File: config.mk
export PLATFORM = sky130hd
export DESIGN_NAME = adccp_top
export DESIGN_NICKNAME = d
export VERILOG_FILES = /design/src/hw/adccp_pkg.sv /design/src/hw/adccp_sync2.sv /design/src/hw/adccp_top.sv
export VERILOG_INCLUDE_DIRS = /design/src /design/src/hw
export SDC_FILE = /design/constraint.sdc
export NUM_CORES = 1
export LEC_CHECK = 0
export ABC_AREA = 1
export ABC_CLOCK_PERIOD_IN_PS = 1450
export CAP_MARGIN = 20
export CORE_ASPECT_RATIO = 1.25
export CORE_MARGIN = 2
export CORE_UTILIZATION = 55
export DETAILED_ROUTE_END_ITERATION = 10
export DONT_BUFFER_PORTS = 1
export GPL_ROUTABILITY_DRIVEN = 0
export GPL_TIMING_DRIVEN = 0
export PLACE_DENSITY = 0.73
export SETUP_SLACK_MARGIN = 0.1
export SLEW_MARGIN = 20
export SYNTH_ARGS = -nofsm -noshare
export SYNTH_HDL_FRONTEND = slang
export SYNTH_SLANG_ARGS = --single-unit
export TNS_END_PERCENT = 50
File: constraint.sdc
create_clock -name clk_sys -period 1.45 [get_ports clk_sys]
set_clock_uncertainty 0.2 [all_clocks]
set_input_delay 0.435 -clock clk_sys [delete_from_list [all_inputs] [get_ports clk_sys]]
set_output_delay 0.435 -clock clk_sys [all_outputs]
set_load 0.1 [all_outputs]
File: src/hw/adccp_cfg.svh
// Timing counts and field widths for the converter control block.
// Assumes the includer runs on clk_sys at 125 MHz.
`ifndef ADCCP_CFG_SVH
`define ADCCP_CFG_SVH
`define ADCCP_CLK_MHZ      125
`define ADCCP_ACQ_NS       250
`define ADCCP_ACQ_CYC      ((`ADCCP_ACQ_NS * `ADCCP_CLK_MHZ + 999) / 1000)
`define ADCCP_CONV_NS      1000
`define ADCCP_CONV_CYC     ((`ADCCP_CONV_NS * `ADCCP_CLK_MHZ + 999) / 1000)
`define ADCCP_CNT_W        8
`define ADCCP_DATA_W       16
`define ADCCP_RESULT_RST   16'h0000
`endif

File: src/hw/adccp_pkg.sv
// Types shared by the converter control block.
// Assumes adccp_cfg.svh is on the include path.
`include "adccp_cfg.svh"
package adccp_pkg;
	typedef enum logic [1:0]
	{
		ST_ACQ  = 2'b00,
		ST_WAIT = 2'b01,
		ST_CONV = 2'b10,
		ST_DOWN = 2'b11
	} adccp_state_t;

	typedef struct packed
	{
		logic internalRefOn;
		logic refBufferOn;
	} adccp_ref_t;
endpackage

File: src/hw/adccp_sync2.sv
// Two flip-flop synchroniser for one asynchronous pin.
// Assumes a synchronous active-high reset and a shared clock enable.
`timescale 1ns/100ps
module adccp_sync2
#(
	parameter logic RST_VAL = 1'b0
)
(
	// Clock and control
	input  wire logic clk_sys,
	input  wire logic rst,
	input  wire logic clkEn,
	// Data
	input  wire logic pinIn,
	output logic      syncOut
);
	logic stage1;

	always_ff @(posedge clk_sys)
	begin
		if (rst)
		begin
			stage1  <= RST_VAL;
			syncOut <= RST_VAL;
		end
		else if (clkEn)
		begin
			stage1  <= pinIn;
			syncOut <= stage1;
		end
	end
endmodule

File: src/hw/adccp_top.sv
// Control logic for the digital pins of a sampling converter.
// Assumes host strobes arrive asynchronously; the core runs on clk_sys.
// Summary of operation
// - Output bus enabled only when read, select low
// - Select high blocks external serial clock edges
// - Reset high aborts conversion, resets device
// - Power down finishes conversion, then blocks starts
// - Start high at acquisition end awaits fall
// - Start low at acquisition end converts immediately
// - Reference off pin disables on-chip reference
// - Buffer off pin disables reference buffer
// - Busy high from start until result latched
`timescale 1ns/100ps
`include "adccp_cfg.svh"
module adccp_top
#(
	parameter int ACQ_CYC  = `ADCCP_ACQ_CYC,
	parameter int CONV_CYC = `ADCCP_CONV_CYC,
	parameter int DATA_W   = `ADCCP_DATA_W
)
(
	// Clock, reset and enable
	input  wire logic              clk_sys,
	input  wire logic              rst,
	input  wire logic              clkEn,
	// Host pins
	input  wire logic              convert_start_n,
	input  wire logic              power_down,
	input  wire logic              read_n,
	input  wire logic              select_n,
	input  wire logic              extSerialClk,
	input  wire logic              internal_ref_off,
	input  wire logic              ref_buffer_off,
	// Converter core
	input  wire logic [DATA_W-1:0] coreResult,
	// Outputs to host
	output logic                   busy,
	output logic                   outputEnable,
	output logic                   serialClkEdge,
	output logic [DATA_W-1:0]      resultShift,
	// Analog control
	output logic                   sampleHold,
	output logic                   lowPower,
	output adccp_pkg::adccp_ref_t  refCtrl
);
	localparam int SYN_N = 7;

	logic [SYN_N-1:0] pinsRaw;
	logic [SYN_N-1:0] pinsSync;
	logic             startN;
	logic             powerDown;
	logic             readN;
	logic             selectN;
	logic             sclk;
	logic             refOff;
	logic             bufOff;
	logic             startPrev;
	logic             sclkPrev;
	logic [`ADCCP_CNT_W-1:0] count;
	logic [`ADCCP_CNT_W-1:0] next_count;
	adccp_pkg::adccp_state_t state;
	adccp_pkg::adccp_state_t next_state;

	assign pinsRaw = {convert_start_n, power_down, read_n, select_n,
		extSerialClk, internal_ref_off, ref_buffer_off};

	////////////////////////////////////////////////////////////////////////
	// Every host pin passes two flip-flops.
	genvar gi;
	generate
		for (gi = 0; gi < SYN_N; gi++)
		begin : gSync
			adccp_sync2 #(.RST_VAL(gi == SYN_N-1 || gi == 4 || gi == 3)) uSync
			(
				.clk_sys (clk_sys),
				.rst     (rst),
				.clkEn   (clkEn),
				.pinIn   (pinsRaw[gi]),
				.syncOut (pinsSync[gi])
			);
		end
	endgenerate

	assign {startN, powerDown, readN, selectN, sclk, refOff, bufOff} =
		pinsSync;

	////////////////////////////////////////////////////////////////////////
	// Decoding of the strobes.
	wire startFall = startPrev & ~startN;
	wire acqDone   = (count == 8'(ACQ_CYC - 1));
	wire convDone  = (count == 8'(CONV_CYC - 1));
	wire sclkRise  = sclk & ~sclkPrev;

	assign outputEnable  = ~readN & ~selectN;
	assign serialClkEdge = sclkRise & ~selectN;
	assign refCtrl.internalRefOn = ~refOff;
	assign refCtrl.refBufferOn   = ~bufOff;

	////////////////////////////////////////////////////////////////////////
	// Acquisition and conversion sequencer.
	always_comb
	begin
		next_state = state;
		next_count = count + 8'h01;
		case (state)
			adccp_pkg::ST_ACQ:
			begin
				if (acqDone)
				begin
					next_count = 8'h00;
					if (powerDown)
						next_state = adccp_pkg::ST_DOWN;
					else if (!startN)
						next_state = adccp_pkg::ST_CONV;
					else
						next_state = adccp_pkg::ST_WAIT;
				end
			end
			adccp_pkg::ST_WAIT:
			begin
				next_count = 8'h00;
				if (powerDown)
					next_state = adccp_pkg::ST_DOWN;
				else if (startFall)
					next_state = adccp_pkg::ST_CONV;
			end
			adccp_pkg::ST_CONV:
			begin
				if (convDone)
				begin
					next_count = 8'h00;
					next_state = adccp_pkg::ST_ACQ;
				end
			end
			adccp_pkg::ST_DOWN:
			begin
				next_count = 8'h00;
				if (!powerDown)
					next_state = adccp_pkg::ST_ACQ;
			end
			default:
			begin
				next_count = 8'h00;
				next_state = adccp_pkg::ST_ACQ;
			end
		endcase
	end

	always_ff @(posedge clk_sys)
	begin
		if (rst)
		begin
			state     <= adccp_pkg::ST_ACQ;
			count     <= 8'h00;
			startPrev <= 1'b1;
			sclkPrev  <= 1'b0;
		end
		else if (clkEn)
		begin
			state     <= next_state;
			count     <= next_count;
			startPrev <= startN;
			sclkPrev  <= sclk;
		end
	end

	always_ff @(posedge clk_sys)
	begin
		if (rst)
			resultShift <= `ADCCP_RESULT_RST;
		else if (clkEn && state == adccp_pkg::ST_CONV && convDone)
			resultShift <= coreResult;
	end

	assign busy       = (state == adccp_pkg::ST_CONV);
	assign sampleHold = busy;
	assign lowPower   = (state == adccp_pkg::ST_DOWN);

	////////////////////////////////////////////////////////////////////////
	// Checks.
	a_bus_enable: assert property (
		@(posedge clk_sys) disable iff (rst)
		outputEnable == (!readN && !selectN))
		else $error("output bus enable wrong");
	a_sclk_gate: assert property (
		@(posedge clk_sys) disable iff (rst)
		selectN |-> !serialClkEdge)
		else $error("serial clock passed while deselected");
	a_reset_abort: assert property (
		@(posedge clk_sys)
		rst |=> !busy && state == adccp_pkg::ST_ACQ)
		else $error("reset did not abort conversion");
	a_reset_resume: assert property (
		@(posedge clk_sys)
		$fell(rst) |-> !busy && state == adccp_pkg::ST_ACQ
		&& count == 8'h00)
		else $error("acquisition did not restart after reset");
	a_pd_finish: assert property (
		@(posedge clk_sys) disable iff (rst)
		(busy && clkEn && !convDone) |=> busy)
		else $error("conversion cut short");
	a_pd_block: assert property (
		@(posedge clk_sys) disable iff (rst)
		(lowPower && powerDown) |=> !busy)
		else $error("conversion started in power down");
	a_wait_edge: assert property (
		@(posedge clk_sys) disable iff (rst)
		(state == adccp_pkg::ST_WAIT && clkEn && startFall && !powerDown)
		|=> busy)
		else $error("falling edge did not start conversion");
	a_wait_hold: assert property (
		@(posedge clk_sys) disable iff (rst)
		(state == adccp_pkg::ST_WAIT && !startFall) |=> !busy)
		else $error("conversion started without a falling edge");
	a_imm_start: assert property (
		@(posedge clk_sys) disable iff (rst)
		(state == adccp_pkg::ST_ACQ && acqDone && clkEn && !startN
		&& !powerDown) |=> busy)
		else $error("low start did not convert at once");
	a_ref_ctrl: assert property (
		@(posedge clk_sys) disable iff (rst)
		refCtrl.internalRefOn != refOff && refCtrl.refBufferOn != bufOff)
		else $error("reference control wrong");
	a_busy_latch: assert property (
		@(posedge clk_sys) disable iff (rst)
		(busy && clkEn && convDone) |=> !busy
		&& resultShift == $past(coreResult))
		else $error("busy fell without result latched");
endmodule

# Yosys cells after proc, flatten, opt, wreduce, memory -nomap -nowiden
# Cells that the tools add are included.
dict set report word_totals {
  word_cells 55
  ff_bits 42
  out_inout_bits 23
}
dict set report op_classes {
  muxes 11
  bitwise_logic 10
  reduce_logical 5
  n_addsub 1
  eq_ne 9
}
# op n
set op_table {}
lappend op_table {{$pmux W8 S3} 1}
lappend op_table {{$mux W8} 2}
lappend op_table {{$mux W2} 7}
lappend op_table {{$add A8 B1 Y8 const B} 1}
lappend op_table {{$eq A8 B5 Y1 const B} 1}
lappend op_table {{$eq A8 B7 Y1 const B} 1}
lappend op_table {{$pmux W2 S4} 1}
lappend op_table {{$not A1 Y1} 6}
lappend op_table {{$reduce_and A5 Y1} 1}
lappend op_table {{$and A1 B1 Y1} 4}
lappend op_table {{$eq A2 B2 Y1 const B} 2}
lappend op_table {{$ne A2 B2 Y1 const B} 2}
lappend op_table {{$ne A3 B2 Y1 const B} 1}
lappend op_table {{$eq A2 B1 Y1 const B} 1}
lappend op_table {{$logic_and A1 B1 Y1} 2}
lappend op_table {{$logic_not A2 Y1} 1}
lappend op_table {{$ne A2 B1 Y1 const B} 1}
lappend op_table {{$reduce_or A2 Y1} 1}

# Longest topological paths before layout
# Gate-level depths: netlist (run 1).
dict set report depth {
  depth_word 5
  mapped_depth 10
  depth_no_buf 10
}

# Modules after synthesis
# A second synthesis (run 1) with hierarchy kept.
dict set report hier_totals {
  hier_cells 253
  hier_area_um2 1866.8
}
# module cells_each seq_area_each_um2 area_each_um2 instances
set modules_own_cells {}
lappend modules_own_cells {adccp_top 171 560.5 1323.8 1}
lappend modules_own_cells {{adccp_sync2 (gSync[0].uSync ...)} 13 40.0 81.3 4}
lappend modules_own_cells {{adccp_sync2 (gSync[3].uSync ...)} 10 40.0 72.6 3}

# Worst setup path before layout (run 1)
# OpenSTA, ideal clock, no wires.
dict set report synth_path {
  path_kind {register -> output}
  start {reg gSync[2].uSync.syncOut}
  end {out serialClkEdge}
  stages_incl_launch_ff 2
  path_slack_ns -1.698
  arrival_time_ns 2.513
  n_path_buf 0
  path_cell_list {dfxtp_1 nor3b_1}
}
dict set report synth_via {
  elab_chain_cells 2
}
# item line_no
set synth_lines {}
lappend synth_lines {{from (decl)} adccp_sync2.sv:15} ;# output logic syncOut
lappend synth_lines {{from (signal assigned)} adccp_sync2.sv:29} ;# syncOut <= stage1;
lappend synth_lines {{$and A1 B1 Y1} adccp_top.sv:92} ;# wire sclkRise = sclk & ~sclkPrev;
lappend synth_lines {{$and A1 B1 Y1} adccp_top.sv:95} ;# assign serialClkEdge = sclkRise & ~selectN;
lappend synth_lines {{to (decl)} adccp_top.sv:39} ;# output logic serialClkEdge,
# No other way between the ends.

# Worst setup path after layout (run 1)
dict set report layout_path {
  start {reg gSync[3].uSync.syncOut}
  end {out serialClkEdge}
}
dict set report layout_via {
  elab_chain_cells 2
}
# item line_no
set layout_lines {}
lappend layout_lines {{from (decl)} adccp_sync2.sv:15}
lappend layout_lines {{from (signal assigned)} adccp_sync2.sv:29}
lappend layout_lines {{$not A1 Y1} adccp_top.sv:95}
lappend layout_lines {{$and A1 B1 Y1} adccp_top.sv:95}
# No other way between the ends.

==> qor.txt, run 1 <==
Die Wd: 53.9 µm
post-synth top area cell: dfxtp_1
Hold WS: 0.0154 ns
RSZ-0062 raised after global routing: true
Max clock buf depth: 2
core area: 2950 µm²
DR iter-0 viols: 24
Hold Fails Final Rpt: 0
placed inst area: 1810 µm²
hpwl dp: 2.33 mm
DRC: 0
H-tree depth reported by CTS: 2
Worst Setup End Kind: output port
CP top delay family: simple AND/OR/NAND/NOR gates
Worst Setup Start Kind: register
max_cap viols: 0
grt total ovfl: 0
critical path class: reg -> out
Placed Cells: 266
Initial Util: 58.2%
post-synth net total: 258
IO Count: 49
share of the synthesized area in the top cell type: 49.1%
clock sink total: 42
Slowest-stage cell, CP: nor3b_4
Pleak: 0.907 nW
cts bufs inserted: 5
Die Area: 3580 µm²
synthesized flop and latch total: 42
period utilization: 152%
Slew @ Worst Pin: 1.05 ns
worst setup margin: -0.751 ns
share of cells above drive strength 1: 36.5%
Detailed Route WL: 4.05 mm
synthesized cell area: 1710 µm²
area growth from synthesis to layout: 33.7%
Ant. Diodes: 0
count of non-filler cells in the finished layout: 291
DR pass1 iterations: 4
largest net degree at the start of global routing: 14
Mapped Cells: 230
outcome: finished, violations left
fillers: 203
global-route wire length before repair: 5.84 mm
Pwr Density: 929 nW/µm²
antenna viol nets, final: 0
arrival time worst endpoint: 1.57 ns
Via-to-Cell Ratio: 5.25
fmax: 0.454 GHz
nets: 282
sequential element share of the synthesized area: 49.1%
TritonCTS clock tree: built
Top FF cell, synth: dfxtp_1
Buf/Inv on CP: 0
Buffers on Ports: 0
Via Count: 1529
failing checks: negative setup slack
Die Ht: 66.4 µm
Synth top cells by count: 42 x dfxtp_1, 34 x inv_1, 33 x nand2_1
mean post-synth cell area: 7.45 µm²
Final Max Tran Viols: 0
gr usage total: 22.9%
Async S/R FF share, synth: 0%
WP data required: 0.82 ns
max incr delay on CP: 0.84 ns
worst hold-check path type: in -> reg
root buf cell: clkbuf_4
maximum vdd drop: 0.00118 V
most frequent cell after synthesis: dfxtp_1
EDFF count, synth: 0
CP Max Fanout: 2
Clk pin slew, worst setup/hold paths: 0.12 ns
area of the multi-input gates: 845 µm²
vias in the first global route: 1416
Slew Limit Headroom: 30.1%
drt wl/cell: 13.9 µm
synth unique cells: 23
post-route minimum period: 2.20 ns
Synth area leaders: dfxtp_1 49%, inv_1 7.4%, nand2_1 7.2%
worst-skew pair later-pin latency: 0.35 ns
Yosys warnings: 0
post-route cell area: 2290 µm²
initial antenna violation count: 0
crit-path cells: nor3b_4
Site Rows: 22
Sequential Area: 920 µm²
Setup Viol. Count Final: 48
Fin Setup TNS: -14.51 ns
## through the flow
stage	total power (W)	utilization (%)	setup WS, ns
detailed placement	0.00139	61.3	-0.647
floorplan	0.00137	-	-0.474
CTS	0.00211	72.9	-0.780
global route	0.00224	77.8	-0.807
global placement	0.00139	61.3	-0.637
finish	0.00213	77.8	-0.751
## per-layer routing
layer	vias up	routed length (µm)	GRT usage, %
met1	698	1540	22.4
met3	6	295	8.60
met2	47	2150	41.3
met5	-	0	0
met4	0	59	9.62
li1	778	-	-
## kinds of logic after synthesis
kind of cell	after synthesis	synth area share (%)
AOI/OAI and AO/OA	54	15.9
xor gates and xnor gates	4	2.04
adders and majority gates	2	1.46
buffers and inverters	47	10.7
DFF	42	49.1
and+or+nand+nor	81	20.8
## where the power goes
| group | internal (W) | leakage (nW) | switching [W] |
|---|---|---|---|
| clock | 0.000364 | 0.0385 | 0.000378 |
| combinational | 0.0000725 | 0.509 | 0.000136 |
| sequential | 0.00116 | 0.359 | 0.0000224 |
## cell usage in the layout, fill, tap and decap left out, types with 3 or more instances in the layout
| cell | instances |
|---|---|
| nand3_2 | 3 |
| buf_4 | 8 |
| dfxtp_4 | 19 |
| inv_2 | 3 |
| nand3_1 | 6 |
| clkinvlp_4 | 4 |
| a21oi_1 | 19 |
| o21ai_2 | 15 |
| buf_6 | 5 |
| inv_1 | 29 |
| o21ai_0 | 13 |
| clkbuf_4 | 5 |
| nand2_1 | 30 |
| dfxtp_1 | 17 |
| xor2_1 | 3 |
| nor2_1 | 28 |
| dlygate4sd3_1 | 5 |
| clkbuf_1 | 8 |
| dfxtp_2 | 6 |
| nand4_1 | 3 |
| a21oi_2 | 5 |
## path summary, 6_finish.rpt
| kind | cells past startpoint | from | endpoint | slack [ns] |
|---|---|---|---|---|
| max reg2reg | 7 | state[1] | resultShift[4] | -0.52 |
| min | 2 | ref_buffer_off | gSync[0].uSync.stage1 | 0.02 |
| min reg2reg | 2 | startPrev | startPrev | 0.27 |
| max | 1 | gSync[3].uSync.syncOut | serialClkEdge | -0.75 |
## registers in the layout, indices dropped and copies added, names as in the netlist
register             count
resultShift             16
count                    8
gSync.uSync.stage1       7
gSync.uSync.syncOut      7
state                    2
sclkPrev                 1
startPrev                1
## layout make-up
class / instances / share of cell area, %
inverters: 36 / 6.50
clock inverters: 2 / 1.64
well taps: 36 / 1.97
clock buffers: 6 / 1.80
repair buffers: 17 / 7.48
plain buffers: 11 / 3.66
flip-flops and latches: 42 / 40.1
multi-input cells: 141 / 36.8
## what timing repair did
action / in CTS / in global routing
setup endpoints to repair: 51 / 51
gates resized for setup: 68 / 22
gates cloned: 2 / 0
pin swaps: 7 / 12
endpoints found under the hold margin: 5 / 2
setup buffers: 4 / 6
hold buffers: 3 / 2
(Power assumes the default switching activity.)
==> run 2, diff against run 1 <==
--- a/config.mk
+++ b/config.mk
@@ -21,5 +21,6 @@
 export SLEW_MARGIN = 20
 export SYNTH_ARGS = -nofsm -noshare
 export SYNTH_HDL_FRONTEND = slang
+export SYNTH_HIERARCHICAL = 1
 export SYNTH_SLANG_ARGS = --single-unit
 export TNS_END_PERCENT = 50
==> constraint.sdc (replaced) <==
create_clock -name clk_sys -period 1.45 [get_ports clk_sys]
set_clock_uncertainty 0.2 [all_clocks]
set_input_delay 0.0725 -clock clk_sys [delete_from_list [all_inputs] [get_ports clk_sys]]
set_output_delay 0.0725 -clock clk_sys [all_outputs]
set_load 0.1 [all_outputs]
==> run 2 against run 1 <==
Against the previous run:
- the flow finishes with violations (negative hold slack, negative setup slack)
- final area up 26%
- utilization is 12 points higher
- sequential power is essentially flat
- synthesized cell count rose by 10%
- critical path depth is 7 higher
- combinational power is 52% higher
- clock power rose by 1%
- register-to-register slack lost 0.02 ns
- critical endpoint is now resultShift[12]
- largest power group unchanged
- highest routed layer unchanged
==> qor.txt, run 2 <==
WP data required: 1.48 ns (was 0.82 ns)
met2 Usage GRT: 43.7% (was 41.3%)
grt total ovfl: 0 (unchanged)
Mapped Cells: 253 (was 230)
synth unique cells: 28 (was 23)
met1 Track Usage GR: 29.7% (was 22.4%)
RSZ-0062 raised after global routing: true (unchanged)
root buf cell: clkbuf_8 (was clkbuf_4)
most frequent cell after synthesis: nand2_1 (was dfxtp_1)
Buffers on Ports: 0 (unchanged)
DR iter-0 viols: 64 (was 24)
count of non-filler cells in the finished layout: 356 (was 291)
Core Util, Final: 89.4% (was 77.8%)
H-tree depth reported by CTS: 2 (unchanged)
CP endpoint: resultShift[12] (was serialClkEdge)
core area: 3220 µm² (was 2950 µm²)
highest-count cells in the layout ignoring fill and taps: 62 x nand2_1, 32 x dlygate4sd3_1, 29 x inv_1, 25 x nor2_1, 21 x dfxtp_2 (was 30 x nand2_1, 29 x inv_1, 28 x nor2_1, 19 x a21oi_1, 19 x dfxtp_4)
synthesized flop and latch total: 42 (unchanged)
Pwr Density: 792 nW/µm² (was 929 nW/µm²)
DRC: 0 (unchanged)
R2R setup slack: -0.54 ns (was -0.52 ns)
worst reg2reg path startpoint: state[1] (unchanged)
Hold Path Origin: coreResult[0] (was ref_buffer_off)
global-route wire length before repair: 7.71 mm (was 5.84 mm)
Die Area: 3880 µm² (was 3580 µm²)
fillers: 145 (was 203)
Yosys warnings: 6 (was 0)
period utilization: 137% (was 152%)
share of cells above drive strength 1: 38.6% (was 36.5%)
Synth area leaders: dfxtp_1 45%, nand2_1 15%, inv_1 6.8% (was dfxtp_1 49%, inv_1 7.4%, nand2_1 7.2%)
IO Count: 49 (unchanged)
Worst Setup Start Kind: register (unchanged)
Clk pin slew, worst setup/hold paths: 0.08 ns (was 0.12 ns)
synthesized cell area: 1870 µm² (was 1710 µm²)
sequential element share of the synthesized area: 45.0% (was 49.1%)
overall power: 0.00228 W (was 0.00213 W)
post-synth net total: 281 (was 258)
Via Count: 1856 (was 1529)
hpwl dp: 2.34 mm (was 2.33 mm)
Worst Setup End Kind: register (was output port)
crit path from: state[1] (was gSync[3].uSync.syncOut)
worst-skew pair later-pin latency: 0.30 ns (was 0.35 ns)
critical path class: reg -> reg (was reg -> out)
post-route cell area: 2880 µm² (was 2290 µm²)
Hold WS: -0.311 ns (was 0.0154 ns)
worst hold-check path type: in -> reg (unchanged)
area growth from synthesis to layout: 54.3% (was 33.7%)
max reg flops: 16 (unchanged)
outcome: finished, violations left (unchanged)
post-route minimum period: 1.99 ns (was 2.20 ns)
antenna viol nets, final: 0 (unchanged)
arrival time worst endpoint: 2.02 ns (was 1.57 ns)
Async S/R FF share, synth: 0% (unchanged)
EDFF count, synth: 0 (unchanged)
Max clock buf depth: 2 (unchanged)
share of the synthesized area in the top cell type: 45.0% (was 49.1%)
most common cell after layout, fill and taps aside: nand2_1 (unchanged)
R2R depth: 8 (was 7)
Top FF cell, synth: dfxtp_1 (unchanged)
busiest layer in global routing: met2 (unchanged)
Die Wd: 56.1 µm (was 53.9 µm)
reg-to-reg endpoint: resultShift[12] (was resultShift[4])
largest net degree at the start of global routing: 16 (was 14)
WHS Path Cells: 2 (unchanged)
Placed Cells: 290 (was 266)
placed inst area: 1990 µm² (was 1810 µm²)
drt wl/cell: 14.7 µm (was 13.9 µm)
Via-to-Cell Ratio: 5.21 (was 5.25)
worst setup margin: -0.540 ns (was -0.751 ns)
Initial Util: 57.9% (was 58.2%)
Ant. Diodes: 0 (unchanged)
clock sink total: 42 (unchanged)
Setup Viol. Count Final: 34 (was 48)
mean post-synth cell area: 7.38 µm² (was 7.45 µm²)
Hold Fails Final Rpt: 2 (was 0)
Slew Limit Headroom: 28.7% (was 30.1%)
failing checks: negative hold slack, negative setup slack (was negative setup slack)
Largest Register: resultShift (unchanged)
Synth top cells by count: 74 x nand2_1, 42 x dfxtp_1, 34 x inv_1 (was 42 x dfxtp_1, 34 x inv_1, 33 x nand2_1)
gr usage total: 25.1% (was 22.9%)
top flop regs: resultShift: 16 flops, count: 8 flops (unchanged)
Slew @ Worst Pin: 1.07 ns (was 1.05 ns)
fmax: 0.502 GHz (was 0.454 GHz)
Die Ht: 69.1 µm (was 66.4 µm)
Pleak: 1.33 nW (was 0.907 nW)
nets: 346 (was 282)
met3 usage: 6.57% (was 8.60%)
DR pass1 iterations: 4 (unchanged)
vias in the first global route: 1689 (was 1416)
CP Max Fanout: 3 (was 2)
initial antenna violation count: 0 (unchanged)
max_cap viols: 0 (unchanged)
TritonCTS clock tree: built (unchanged)
Detailed Route WL: 5.22 mm (was 4.05 mm)
post-synth top area cell: dfxtp_1 (unchanged)
Final Max Tran Viols: 0 (unchanged)
cts bufs inserted: 5 (unchanged)
Site Rows: 23 (was 22)
maximum vdd drop: 0.00114 V (was 0.00118 V)
## run 2: cell count changes after synthesis, moves of 5 or more
cell      previous run  this run
o21ai_1             14         0
a21oi_1             24         9
o21ai_0             15         3
clkbuf_1             7         2
a21oi_2              0        10
nand2_1             33        74
nand2_2              1        12
## run 2: timing repair
item	in CTS	in global routing
gates resized for setup	54	31
setup buffers	16	5
pin swaps	10	20
endpoints found under the hold margin	37	5
hold buffers	35	2
cloned	1	0
setup endpoints to repair	49	44
## run 2: worst min path at each step
stage / slack, ns / to
after floorplan: -0.008 / gSync[3].uSync/stage1
after global placement: -0.003 / gSync[3].uSync/stage1
after detailed placement: 0.0003 / gSync[3].uSync/stage1
after CTS: -0.31 / resultShift[0]
after global routing: -0.32 / resultShift[0]
final: -0.31 / resultShift[0]
## run 2: stage by stage
stage | setup TNS [ns] | hold WS, ns | setup WS (ns)
floorplan | -6.22 | -0.00773 | -0.400
global placement | -10.33 | -0.00289 | -0.567
detailed placement | -10.10 | 0.000347 | -0.565
CTS | -12.51 | -0.307 | -0.527
global route | -12.33 | -0.321 | -0.606
finish | -10.23 | -0.311 | -0.540
## run 2: final cells by class
class	count	area [µm²]	share of cell area [%]
clock inverter	2	13.8	0.478
tap	37	46.3	1.61
timing repair buffer	58	577	20.0
inverter	36	154	5.34
multi-input combinational	169	1080	37.7
clock buffer	6	72.6	2.52
buffer	6	57.6	2.00
sequential	42	875	30.4
## run 2: routing by layer
| metal | up-vias | share of wire [%] | routed length (µm) |
|---|---|---|---|
| li1 | 903 | - | - |
| met1 | 890 | 39 | 2040 |
| met2 | 52 | 55 | 2880 |
| met3 | 11 | 3.7 | 191 |
| met4 | 0 | 2.1 | 108 |
| met5 | - | 0 | 0 |
## run 2: worst max-delay path, cell delays in order, from the launching register on
cell and delay (ns):
dfxtp_4 0.36, inv_4 0.04, nor2_4 0.55, nand4_4 0.22, clkinv_4 0.12, buf_12 0.11, buf_4 0.10, nand2_1 0.08
a21oi_2 0.14
## run 2: power breakdown
group,internal (W),total [W],switching (W)
clock network,0.000340,0.000750,0.000410
logic,0.000143,0.000317,0.000174
registers,0.00119,0.00121,0.0000274
total,0.00167,0.00228,0.000611
## run 2: kinds of logic (layout without fill, tap and decap cells)
kind of cell,after synthesis,in the layout,synth area share (%)
AND/OR/NAND/NOR,138,138,32.9
XOR/XNOR,4,4,1.88
buffers and inverters,42,108,9.72
AO/OA/AOI/OAI,25,25,9.12
flip-flops,42,42,45.0
adder cells (fa/ha/maj),2,2,1.34
